`src/common/acc_map.vh`:
```
// register map, field positions and timing counts of the converter control block
`ifndef ACC_MAP_VH
`define ACC_MAP_VH
// byte addresses on the register bus
`define ACC_REG_CFG 12'h000
`define ACC_REG_ADC 12'h004
`define ACC_REG_CMD 12'h008
`define ACC_REG_STAT 12'h00C
`define ACC_REG_RESULT 12'h010
// cfg fields
`define ACC_CFG_REG_EN 0
`define ACC_CFG_INT_EN 1
`define ACC_CFG_SAMP_LO 2
`define ACC_CFG_DIV_LO 4
`define ACC_CFG_REF_SEL 6
`define ACC_CFG_SLOW 7
`define ACC_CFG_TEMP_EN 8
`define ACC_CFG_BATT_EN 9
// adc fields
`define ACC_ADC_EN 0
`define ACC_ADC_CONT 1
`define ACC_ADC_RANGE 2
`define ACC_ADC_SRC_LO 4
`define ACC_ADC_ACC_LO 8
// cmd fields
`define ACC_CMD_START 0
`define ACC_CMD_ACC_START 1
// stat fields
`define ACC_STAT_REG_UP 0
`define ACC_STAT_BUSY 1
`define ACC_STAT_DONE 2
// source codes
`define ACC_SRC_TEMP 4'h6
`define ACC_SRC_VOLT 4'h7
`define ACC_SRC_TEST_A 4'h8
`define ACC_SRC_TEST_B 4'h9
// timing
`define ACC_REG_START_NS 16000
`define ACC_CLK_NS 40
`define ACC_REG_START_CYC ((`ACC_REG_START_NS + `ACC_CLK_NS - 1) / `ACC_CLK_NS)
`define ACC_CONV_FIXED 13
`define ACC_SLOW_FACTOR 8
`endif

```
`src/design/acc_adc_ctrl.v`:
```
// converter control: regulator status, modes, accumulation, result and interrupt
//
// Functional notes
// - regulator reads starting for 16 us after enable, then powered up
// - slow option makes every conversion eight times longer
// - only converter raises analogue interrupt; no comparator input here
// - conversion results are 10 bits wide
// - source selects inputs 0-5, temperature or supply; two test codes unused
// - enabling never starts; only start or accumulate start begins conversion
// - single-shot: one conversion after start, then idle
// - continuous: repeat back to back until disabled
// - accumulate start ignores single or continuous selection
// - range bit selects 0..vref or 0..2 vref span
// - temperature sensor enable independent of converter enable
// - supply monitor enable independent of converter enable
// - interrupt per single or continuous result when enabled
// - accumulation sums 2, 4, 8 or 16 conversions then stops
// - accumulation interrupt only on final sum; disable halts it
// - busy true during conversion, false on completion
// - result holds latest single result or latest accumulated sum
// - single result in low 10 bits, upper bits zero
// - accumulated result in low 14 bits
// - conversion lasts 3 x sample interval + 13 converter clocks
// - converter clock divides peripheral clock by 8, 16, 32 or 64
// ce_i low freezes all state; reset acts whether ce_i is high or low
//
// Local design decisions: register access over APB and the placing of the registers.
`include "acc_map.vh"
`default_nettype none
module acc_adc_ctrl (
    input wire clk_sys_i,
    input wire sys_rst_i,
    input wire ce_i,
    input wire psel_i,
    input wire penable_i,
    input wire pwrite_i,
    input wire [11:0] paddr_i,
    input wire [31:0] pwdata_i,
    output reg [31:0] prdata_o,
    output reg pready_o,
    output reg pslverr_o,
    input wire [9:0] sample_i,
    output reg regulator_en_o,
    output reg adc_en_o,
    output reg range_double_o,
    output reg ref_sel_o,
    output reg [3:0] src_sel_o,
    output reg temp_en_o,
    output reg batt_en_o,
    output reg sample_strobe_o,
    output reg irq_o
);
    // conversion sequencer states
    localparam ST_IDLE = 2'b00;
    localparam ST_CONV = 2'b01;
    localparam [13:0] REG_CYC = `ACC_REG_START_CYC;

    reg [9:0] cfg_q;
    reg [11:0] adc_q;
    reg [13:0] reg_cnt_q;
    reg reg_up_q;
    reg [1:0] st_q;
    reg acc_mode_q;
    reg [4:0] acc_cnt_q;
    reg [5:0] tick_cnt_q;
    reg [13:0] sum_q;
    reg [15:0] result_q;
    reg done_q;
    reg [9:0] samp_m_q;
    reg [9:0] samp_q;
    wire tick;
    wire acc;
    wire wr;
    wire rd;
    wire start;
    wire acc_start;
    wire [5:0] conv_len;
    wire [4:0] acc_len;
    wire conv_end;
    wire [13:0] sum_next;

    // ticks per conversion: 3 x interval + fixed part
    function [5:0] conv_ticks;
        input [1:0] sel;
        begin
            conv_ticks = 6'd3 * ({3'b000, sel, 1'b0} + 6'd2) + 6'd`ACC_CONV_FIXED;
        end
    endfunction

    // exact register address match
    function hit;
        input [11:0] addr;
        input [11:0] reg_addr;
        begin
            hit = (addr == reg_addr);
        end
    endfunction

    ////////////////////////////////////////////////////////////////////////
    // register bus
    // zero wait states: pready follows every setup cycle
    // reads captured in setup, shown in access
    assign acc = psel_i && penable_i && pready_o;
    assign wr = acc && pwrite_i;
    assign rd = psel_i && !penable_i && !pwrite_i;
    assign start = wr && hit(paddr_i, `ACC_REG_CMD) && pwdata_i[`ACC_CMD_START] && adc_q[`ACC_ADC_EN];
    assign acc_start = wr && hit(paddr_i, `ACC_REG_CMD) && pwdata_i[`ACC_CMD_ACC_START] && adc_q[`ACC_ADC_EN];

    always @(posedge clk_sys_i) begin
        if (sys_rst_i) begin
            cfg_q <= 10'h000;
            adc_q <= 12'h000;
            prdata_o <= 32'h00000000;
            pready_o <= 1'b0;
            pslverr_o <= 1'b0;
        end else if (ce_i) begin
            pready_o <= psel_i && !penable_i;
            // unmapped offsets answer with slave error
            pslverr_o <= psel_i && !penable_i && !(hit(paddr_i, `ACC_REG_CFG) || hit(paddr_i, `ACC_REG_ADC) ||
                hit(paddr_i, `ACC_REG_CMD) || hit(paddr_i, `ACC_REG_STAT) || hit(paddr_i, `ACC_REG_RESULT));
            // writes land at the access edge only
            if (wr && hit(paddr_i, `ACC_REG_CFG)) begin
                cfg_q <= pwdata_i[9:0];
            end
            if (wr && hit(paddr_i, `ACC_REG_ADC)) begin
                adc_q <= pwdata_i[11:0];
            end
            if (rd) begin
                case (paddr_i)
                    `ACC_REG_CFG: prdata_o <= {22'h000000, cfg_q};
                    `ACC_REG_ADC: prdata_o <= {20'h00000, adc_q};
                    `ACC_REG_STAT: prdata_o <= {29'h00000000, done_q, st_q == ST_CONV, reg_up_q};
                    `ACC_REG_RESULT: prdata_o <= {16'h0000, result_q};
                    // write-only command reads as zero
                    default: prdata_o <= 32'h00000000;
                endcase
            end
        end
    end

    ////////////////////////////////////////////////////////////////////////
    // regulator start-up
    always @(posedge clk_sys_i) begin
        if (sys_rst_i) begin
            reg_cnt_q <= 14'h0000;
            reg_up_q <= 1'b0;
        end else if (ce_i) begin
            // start-up delay count
            // restarts whenever the regulator is switched off
            if (!cfg_q[`ACC_CFG_REG_EN]) begin
                reg_cnt_q <= 14'h0000;
                reg_up_q <= 1'b0;
            end else if (reg_cnt_q < REG_CYC) begin
                reg_cnt_q <= reg_cnt_q + 14'h0001;
            end else begin
                // stays set until the enable is cleared
                reg_up_q <= 1'b1;
            end
        end
    end

    ////////////////////////////////////////////////////////////////////////
    // conversion timing
    // divided converter clock
    // runs only while converting, so each conversion starts aligned
    acc_tick_gen u_tick (
        .clk_sys_i(clk_sys_i),
        .sys_rst_i(sys_rst_i),
        .ce_i(ce_i),
        .run_i(st_q == ST_CONV),
        .div_sel_i(cfg_q[`ACC_CFG_DIV_LO +: 2]),
        .slow_i(cfg_q[`ACC_CFG_SLOW]),
        .tick_o(tick)
    );

    assign conv_len = conv_ticks(cfg_q[`ACC_CFG_SAMP_LO +: 2]);
    assign acc_len = 5'd2 << adc_q[`ACC_ADC_ACC_LO +: 2];
    // last tick of the current conversion
    assign conv_end = tick && (tick_cnt_q == conv_len - 6'd1);
    // sixteen ten-bit samples fit in 14 bits
    assign sum_next = sum_q + {4'h0, samp_q};

    ////////////////////////////////////////////////////////////////////////
    // conversion state machine
    always @(posedge clk_sys_i) begin
        if (sys_rst_i) begin
            st_q <= ST_IDLE;
            acc_mode_q <= 1'b0;
            acc_cnt_q <= 5'h00;
            tick_cnt_q <= 6'h00;
            sum_q <= 14'h0000;
            result_q <= 16'h0000;
            done_q <= 1'b0;
            samp_m_q <= 10'h000;
            samp_q <= 10'h000;
            sample_strobe_o <= 1'b0;
            irq_o <= 1'b0;
        end else if (ce_i) begin
            // analogue input crosses domains: two stages
            samp_m_q <= sample_i;
            samp_q <= samp_m_q;
            // pulses default low, raised for one cycle below
            sample_strobe_o <= 1'b0;
            irq_o <= 1'b0;
            // disable has priority over every state
            // disable abandons work
            if (!adc_q[`ACC_ADC_EN]) begin
                st_q <= ST_IDLE;
                tick_cnt_q <= 6'h00;
                acc_cnt_q <= 5'h00;
                sum_q <= 14'h0000;
            end else begin
                case (st_q)
                    ST_IDLE: begin
                        // starts while busy are ignored
                        if (start || acc_start) begin
                            st_q <= ST_CONV;
                            acc_mode_q <= acc_start;
                            tick_cnt_q <= 6'h00;
                            acc_cnt_q <= 5'h00;
                            sum_q <= 14'h0000;
                            done_q <= 1'b0;
                        end
                    end
                    ST_CONV: begin
                        if (tick) begin
                            tick_cnt_q <= conv_end ? 6'h00 : tick_cnt_q + 6'h01;
                        end
                        if (conv_end) begin
                            sample_strobe_o <= 1'b1;
                            if (acc_mode_q) begin
                                sum_q <= sum_next;
                                acc_cnt_q <= acc_cnt_q + 5'h01;
                                if (acc_cnt_q == acc_len - 5'h01) begin
                                    result_q <= {2'b00, sum_next};
                                    done_q <= 1'b1;
                                    irq_o <= cfg_q[`ACC_CFG_INT_EN];
                                    st_q <= ST_IDLE;
                                end
                            end else begin
                                result_q <= {6'h00, samp_q};
                                done_q <= 1'b1;
                                // converter is the only interrupt source
                                irq_o <= cfg_q[`ACC_CFG_INT_EN];
                                st_q <= adc_q[`ACC_ADC_CONT] ? ST_CONV : ST_IDLE;
                            end
                        end
                    end
                    // unused codes fall back to idle
                    default: st_q <= ST_IDLE;
                endcase
            end
        end
    end

    ////////////////////////////////////////////////////////////////////////
    // analogue front-end controls
    // levels follow the registers one cycle later
    always @(posedge clk_sys_i) begin
        if (sys_rst_i) begin
            regulator_en_o <= 1'b0;
            adc_en_o <= 1'b0;
            range_double_o <= 1'b0;
            ref_sel_o <= 1'b0;
            src_sel_o <= 4'h0;
            temp_en_o <= 1'b0;
            batt_en_o <= 1'b0;
        end else if (ce_i) begin
            regulator_en_o <= cfg_q[`ACC_CFG_REG_EN];
            adc_en_o <= adc_q[`ACC_ADC_EN];
            range_double_o <= adc_q[`ACC_ADC_RANGE];
            // reference choice passed straight through
            ref_sel_o <= cfg_q[`ACC_CFG_REF_SEL];
            src_sel_o <= adc_q[`ACC_ADC_SRC_LO +: 4];
            temp_en_o <= cfg_q[`ACC_CFG_TEMP_EN];
            batt_en_o <= cfg_q[`ACC_CFG_BATT_EN];
        end
    end
endmodule
`default_nettype wire

```
`src/design/acc_tick_gen.v`:
```
// converter clock tick generator: divides the peripheral clock by 8/16/32/64, or by 64/128/256/512 when slow
`default_nettype none
module acc_tick_gen (
    input wire clk_sys_i,
    input wire sys_rst_i,
    input wire ce_i,
    input wire run_i,
    input wire [1:0] div_sel_i,
    input wire slow_i,
    output reg tick_o
);
    reg [8:0] cnt_q;
    wire [8:0] last;
    // divisor 8 << sel, times eight when slow
    assign last = (slow_i ? (9'h040 << div_sel_i) : (9'h008 << div_sel_i)) - 9'h001;
    always @(posedge clk_sys_i) begin
        if (sys_rst_i) begin
            cnt_q <= 9'h000;
            tick_o <= 1'b0;
        end else if (ce_i) begin
            if (!run_i || cnt_q >= last) begin
                cnt_q <= 9'h000;
                tick_o <= run_i;
            end else begin
                cnt_q <= cnt_q + 9'h001;
                tick_o <= 1'b0;
            end
        end
    end
endmodule
`default_nettype wire

```
`config.mk`:
```
export PLATFORM = sky130hd
export DESIGN_NAME = acc_adc_ctrl
export DESIGN_NICKNAME = d
export VERILOG_FILES = /design/src/design/acc_adc_ctrl.v /design/src/design/acc_tick_gen.v
export VERILOG_INCLUDE_DIRS = /design/src /design/src/common
export SDC_FILE = /design/constraint.sdc
export NUM_CORES = 1
export LEC_CHECK = 0
export BUFFER_PORTS_ARGS = -buffer_cell sky130_fd_sc_hd__buf_2
export CAP_MARGIN = 20
export CORE_MARGIN = 2
export CORE_UTILIZATION = 57
export CTS_CLUSTER_SIZE = 28
export DETAILED_ROUTE_END_ITERATION = 8
export GPL_ROUTABILITY_DRIVEN = 0
export PLACE_DENSITY = 0.9
export SLEW_MARGIN = 20
export SYNTH_ARGS = -nofsm -noshare
export SYNTH_HDL_FRONTEND = slang
export SYNTH_SLANG_ARGS = --single-unit
```
`constraint.sdc`:
```
create_clock -name clk_sys_i -period 3.7 [get_ports clk_sys_i]
set_input_delay 0.555 -clock clk_sys_i [delete_from_list [all_inputs] [get_ports clk_sys_i]]
set_output_delay 0.555 -clock clk_sys_i [all_outputs]
set_load 0.1 [all_outputs]
```
==> summary.txt, run 1 <==
Layout
  • Final nets: 900
  • Fillcell total: 836
  • Post-Route Utilization: 0.6664
  • N_diodes: 0
  • Layout area overhead: 13.47%
  • Share of cells above drive strength 1: 0.1448

Timing
  • RSZ-0062 raised after global routing: false
  • Worst Hold Slack: 0.3661 ns
  • Worst slew margin: 0.3532
  • Layout Skew: 0.01272 ns
  • Final setup viols: 0
  • Setup ws final: 0.6217 ns
  • Fin crit period: 3.078 ns
  • TNS Setup: 0 ns
  • Hold Vio Cnt, Final: 0
  • Fin. max-slew vios: 0
  • Period utilisation layout: 0.8320
  • Max frequency: 0.3249 GHz
  • Slew @ Worst Pin: 0.9682 ns

Worst setup path
  • Crit path max-delay family: simple AND/OR/NAND/NOR gates
  • Crit path buf inv count: 0
  • R2R setup slack: 0.62 ns
  • CP arrival: 3.43 ns
  • Crit path largest cell delay: 0.42 ns
  • Reg-to-reg startpoint: cfg_q[4]
  • Worst setup path class: reg -> reg
  • Startpoint Class: register
  • CP max stage cell: or3_1
  • Worst-path cell chain: or3_1 -> ha_1 -> mux2_2 -> nor2_1 -> a31oi_1 -> ha_1 -> a21o_1 -> a21oi_1 -> o211ai_1 -> nor4b_1 -> a21oi_1 -> nor2_1
  • RR Endpoint: u_tick.cnt_q[8]
  • Worst-case reg-to-reg path depth: 12
  • Critical path depth in cells: 12
  • Critical Path Sink Type: register
  • CP endpoint: u_tick.cnt_q[8]
  • Critical path data required time: 4.05 ns
  • Max FO, Critical Path: 8
  • CP startpoint: cfg_q[4]

Synth
  • FF+latch count, synth: 137
  • Synthesized area: 0.006735 sq mm
  • Top_reg_cell synth: dfxtp_1
  • Post-synth cell types: 70
  • Most common cell in the synthesized netlist: dfxtp_1
  • Largest cells by area after synthesis: dfxtp_1, mux2i_1, nor2_1
  • Ys async rst share: 0
  • Avg Synthesized Cell Area: 8.804 sq um
  • Mapped Cells: 765
  • Largest area contributor in the netlist: dfxtp_1
  • Post-synth top cells: dfxtp_1, nor2_1, mux2i_1, nand2_1, a21oi_1
  • Top-area cell type share of the netlist area: 0.4072
  • Sequential area share after synthesis: 0.4072
  • Number of synthesized flops with an enable pin: 0
  • Synthesis Warnings: 0

Power and ir drop
  • Static leakage: 3.117 nW
  • Final Power: 3.432 mW
  • Worst VDD drop: 0.0004685 V
  • PwrDens: 449.1 mW/mm^2

Global route
  • Vias in the first global route: 5731
  • Initial antenna violation count: 0
  • Global-route wire length before repair: 27.03 mm
  • Largest net degree at the start of global routing: 66
  • Total grt overflow: 0
  • Gr usage total: 0.2633

Clock network
  • Cts hold-fix bufs: 0
  • Clock buffer depth: 2
  • Worst-Skew Late Latency: 0.43 ns
  • Post-CTS Resized: 0
  • Clock sink count: 137
  • Cts bufs inserted: 17
  • Root Driver: clkbuf_16
  • H-tree levels: 4
  • CTS tree: done
  • Number of post-CTS setup repair buffers: 0
  • Reg clk slew, reported paths: 0.06 ns

Run status
  • Status: finished, violations left
  • Failing checks: DRC

Routing
  • WL/cell: 17.17 microns
  • WL final: 16.69 mm
  • Vias per cell: 6.070
  • DR vias: 5900
  • Antenna-violating nets left: 0
  • Iteration-0 DRC Markers: 646
  • Pre-antenna DRT Iters: 8
  • DRC errors left: 1

Floorplan
  • Die X: 112.7 microns
  • Chip height: 112.7 microns
  • Row count: 39
  • Num ports: 106
  • Core ar.: 0.01147 sq mm
  • Initial Util: 0.5873
  • Die Area: 0.01270 sq mm

Place
  • Input/output buffers: 67
  • DP HPWL: 10.87 mm
  • Dpl ws: 0.8480 ns

Worst hold path
  • Min-delay src: sample_i[3]
  • Hold Crit Class: in -> reg

Run
  • Maxcap violations: 0
## state kept, by name (all words and copies together), names as in the netlist, 4 cells and up
name,count
acc_cnt_q,5
adc_q,12
cfg_q,10
prdata_o,14
reg_cnt_q,14
result_q,14
samp_m_q,10
samp_q,10
src_sel_o,4
sum_q,14
tick_cnt_q,6
u_tick.cnt_q,9
## worst reg2reg max path, stage by stage, from the launching register on
cell      delay (ns)
dfxtp_1         0.38
or3_1           0.42
ha_1            0.24
mux2_2          0.28
nor2_1          0.09
a31oi_1         0.05
ha_1            0.31
a21o_1          0.17
a21oi_1         0.22
o211ai_1        0.27
nor4b_1         0.36
a21oi_1         0.10
nor2_1          0.12
## metrics by stage
step                instances  area [sq um]
floorplan                 782          6799
global placement          940          7052
detailed placement        940          7052
CTS                       972          7642
global route              972          7642
finish                    972          7642
## worst min path at each step
| stage | endpoint | slack (ns) | cells past startpoint |
|---|---|---|---|
| finish | samp_m_q[3] | 0.37 | 3 |
| global route | samp_m_q[7] | 0.37 | 3 |
| CTS | samp_m_q[3] | 0.36 | 3 |
| detailed placement | reg_cnt_q[11] | 0.42 | 2 |
| global placement | reg_cnt_q[13] | 0.42 | 2 |
| floorplan | reg_cnt_q[13] | 0.41 | 2 |
## layout make-up
type / instances / area (sq um) / share of cell area
inverters: 15 / 56.30 / 0.007367
repair buffers: 74 / 390.4 / 0.05108
flip-flops and latches: 137 / 2743 / 0.3589
well taps: 143 / 178.9 / 0.02341
clock inverters: 14 / 161.4 / 0.02112
clock buffers: 18 / 429.2 / 0.05616
multi-input cells: 571 / 3684 / 0.4820
## where the power goes
| part | internal (mW) | switching, mW |
|---|---|---|
| Clock | 1.01 | 0.698 |
| Sequential | 1.49 | 0.00971 |
| Combinational | 0.0514 | 0.176 |
## layer usage
metal	vias up	routed length (microns)	track usage	part of all wire
li1	2787	-	-	-
met1	2768	6894	0.3168	0.41
met2	301	8110	0.4483	0.49
met3	44	1247	0.06106	0.075
met4	0	434	0.1203	0.026
met5	-	0	0	0
## placed cells by master, fill, tap and decap left out, types with 5 or more instances in the layout
cell	instances
a31oi_1	7
dfxtp_1	137
nor2_1	127
inv_1	15
nand3b_1	11
a211oi_1	5
nand2_1	58
o211ai_1	6
a21oi_1	40
nand3_1	19
ha_1	23
and3_1	10
mux2i_1	71
xor2_1	17
xnor2_1	12
buf_4	8
o31ai_1	6
nor3_1	10
inv_6	7
o21ai_0	33
a21o_1	6
clkbuf_16	17
nand4_1	10
a22oi_1	8
conb_1	18
buf_2	66
## cell families after synthesis
kind of cell / Yosys count / synth area share
adder cells (fa/ha/maj): 24 / 0.04570
multiplexers: 74 / 0.1105
AND/OR/NAND/NOR: 282 / 0.2021
XOR/XNOR: 29 / 0.03771
buffers and inverters: 74 / 0.05536
other: 1 / 0.0005568
flip-flops: 137 / 0.4072
AO/OA/AOI/OAI: 144 / 0.1408
No activity file was read; power rests on OpenSTA's default activity.
==> run 2: changes to the inputs <==
Clock period 3.7 ns to 3.1 ns, I/O delays scaled along.
==> summary.txt, run 2 (synthesis gave the netlist of run 1 again) <==
Run status
  • Status: completed

Global route
  • Global-route wire length before repair: 26.81 mm (-0.82%)
  • Initial antenna violation count: 0 (unchanged)
  • Vias in the first global route: 5534 (-3.4%)
  • Gr usage total: 0.2626 (-0.0007839)
  • Largest net degree at the start of global routing: 90 (+36%)
  • Total grt overflow: 0 (unchanged)

Floorplan
  • Row count: 39 (unchanged)
  • Core ar.: 0.01147 sq mm (unchanged)
  • Chip height: 112.7 microns (unchanged)
  • Num ports: 106 (unchanged)
  • Die X: 112.7 microns (unchanged)
  • Initial Util: 0.5873 (unchanged)
  • Die Area: 0.01270 sq mm (unchanged)

Layout
  • Share of cells above drive strength 1: 0.1513 (+0.006508)
  • Commonest non-fill, non-tap cell in the layout: dfxtp_1
  • Layout area overhead: 14.27%
  • Most frequent cells in the layout: dfxtp_1, nor2_1, mux2i_1, buf_2, nand2_1
  • Final nets: 905 (+0.56%)
  • N_diodes: 0 (unchanged)

Worst setup path
  • CP arrival: 3.29 ns (-0.14 ns)
  • RR Endpoint: u_tick.cnt_q[8]
  • Worst setup path class: reg -> reg
  • Startpoint Class: register
  • Reg-to-reg startpoint: cfg_q[7]
  • Worst-path cell chain: or3_1 -> ha_1 -> mux2_2 -> nor2_1 -> a31oi_1 -> ha_1 -> a21o_1 -> a21oi_1 -> o211ai_1 -> buf_4 -> nor4b_2 -> a21oi_1 -> nor2_1
  • Max FO, Critical Path: 10 (+2)
  • Worst-case reg-to-reg path depth: 13 (+1)
  • CP max stage cell: dfxtp_1
  • Critical path data required time: 3.45 ns (-0.60 ns)
  • R2R setup slack: 0.16 ns (-0.46 ns)
  • Critical Path Sink Type: register
  • Crit path largest cell delay: 0.42 ns (about the same)

Routing
  • WL/cell: 17.23 microns (+0.35%)
  • Pre-antenna DRT Iters: 6 (-2)
  • Wire length on met3: 1.424 mm (+14%)
  • Highest routed layer: met4
  • Iteration-0 DRC Markers: 753 (+17%)
  • Met2 wire len: 7.982 mm (-1.6%)
  • WL final: 16.82 mm (+0.77%)
  • Vias per cell: 6.083 (+0.21%)
  • Antenna-violating nets left: 0 (unchanged)
  • DR vias: 5937 (+0.63%)
  • Met1 wire length: 6.813 mm (-1.2%)
  • DRC errors left: 0 (-1)

Worst hold path
  • Min-delay src: sample_i[3]
  • Hold Crit Class: in -> reg
  • Hold EP: samp_m_q[3]
  • Hold Path Cell Cnt: 3 (unchanged)

Place
  • DP HPWL: 10.83 mm (-0.38%)
  • Input/output buffers: 67 (unchanged)

Power and ir drop
  • Logic pwr share: 0.066 (about the same)
  • Clock power share: 0.502 (+0.005)
  • Sequential share of power: 0.433 (-0.003)
  • Static leakage: 3.148 nW (+1.0%)
  • Final Power: 4.133 mW (+20%)
  • Worst VDD drop: 0.0005001 V (+6.7%)
  • Power Internal: 3.103 mW (+22%)
  • Switching share of power: 0.2492 (-0.008406)
  • Sw Pwr: 1.030 mW (+17%)
  • PwrDens: 537.1 mW/mm^2 (+20%)

Timing
  • Hold Vio Cnt, Final: 0 (unchanged)
  • Worst slew margin: 0.3120 (-0.04120)
  • TNS Setup: 0 ns (unchanged)
  • Fin crit period: 2.942 ns (-0.1367 ns)
  • Layout Skew: 0.005183 ns (-0.007537 ns)
  • Worst Hold Slack: 0.2773 ns (-0.08883 ns)
  • Fin. max-slew vios: 0 (unchanged)
  • Max frequency: 0.3400 GHz (+4.6%)
  • Slew @ Worst Pin: 1.030 ns (+0.06167 ns)
  • Period utilisation layout: 0.9489 (+0.1169)
  • Final setup viols: 0 (unchanged)

Clock network
  • Reg clk slew, reported paths: 0.06 ns (about the same)
  • Clock sink count: 137 (unchanged)
  • Worst-Skew Late Latency: 0.42 ns (about the same)
  • H-tree levels: 4 (unchanged)
  • CTS tree: done
  • Cts bufs inserted: 17 (unchanged)
  • Clock buffer depth: 2 (unchanged)
  • Root Driver: clkbuf_16
  • Cts hold-fix bufs: 0 (unchanged)

Run
  • Maxcap violations: 0 (unchanged)
run 2: cell count changes in the layout (fill, tap and decap cells not counted), sizes merged:
cell    change
buf         +5
clkinv      +4
inv         -5
clkbuf      -1
bufinv      +1
run 2: worst max-delay path: cells and delay by family (launching register included):
| kind | cells | cell delay (ns) |
|---|---|---|
| flip-flops | 1 | 0.42 |
| buffers and inverters | 1 | 0.21 |
| multiplexers | 1 | 0.29 |
| AO/OA/AOI/OAI | 5 | 0.61 |
| AND/OR/NAND/NOR | 4 | 0.78 |
| adder cells (fa/ha/maj) | 2 | 0.57 |
run 2: per-layer routing:
layer | vias to the layer above | track usage
met5 | - | 0
met4 | 0 | 0.1146
met3 | 59 | 0.05196
met2 | 321 | 0.4395
met1 | 2769 | 0.3303
li1 | 2788 | -
run 2: layout make-up:
cell class	count	area (sq um)
timing repair buffer	79	427.9
inverter	15	56.30
tap	143	178.9
fill	807	3771
multi-input combinational	571	3690
clock inverter	14	175.2
clock buffer	17	425.4
sequential	137	2743
run 2: worst max-delay path by stage:
stage,slack [ns],startpoint,cells after the start,to
CTS,0.13,cfg_q[4],11,u_tick.cnt_q[8]
detailed placement,0.21,cfg_q[4],11,u_tick.cnt_q[8]
global placement,0.31,cfg_q[4],11,u_tick.cnt_q[8]
global route,-0.03,cfg_q[4],12,u_tick.cnt_q[5]
finish,0.16,cfg_q[7],13,u_tick.cnt_q[8]
floorplan,0.43,cfg_q[5],13,u_tick.cnt_q[8]
run 2: power by group through the flow:
| stage | combinational, mW | sequential [mW] | clock [mW] |
|---|---|---|---|
| global route | 0.286 | 1.79 | 2.16 |
| CTS | 0.270 | 1.79 | 2.07 |
| finish | 0.273 | 1.79 | 2.07 |
| detailed placement | 0.268 | 1.83 | 0 |
| floorplan | 0.219 | 1.83 | 0 |
| global placement | 0.264 | 1.83 | 0 |
run 2: through the flow:
step                      instances  setup WS (ns)  area, sq um  utilization
after floorplan                 782         0.4343         6799            -
after global placement          944         0.3098         7082       0.6176
after detailed placement        944         0.2116         7082       0.6176
after CTS                       975         0.1319         7682       0.6699
after global routing            976       -0.02770         7696       0.6711
final                           976         0.1584         7696       0.6711
run 2: timing repair:
action,CTS,global route
gates resized for setup,0,1
setup buffers,0,1
setup endpoints to repair,0,5
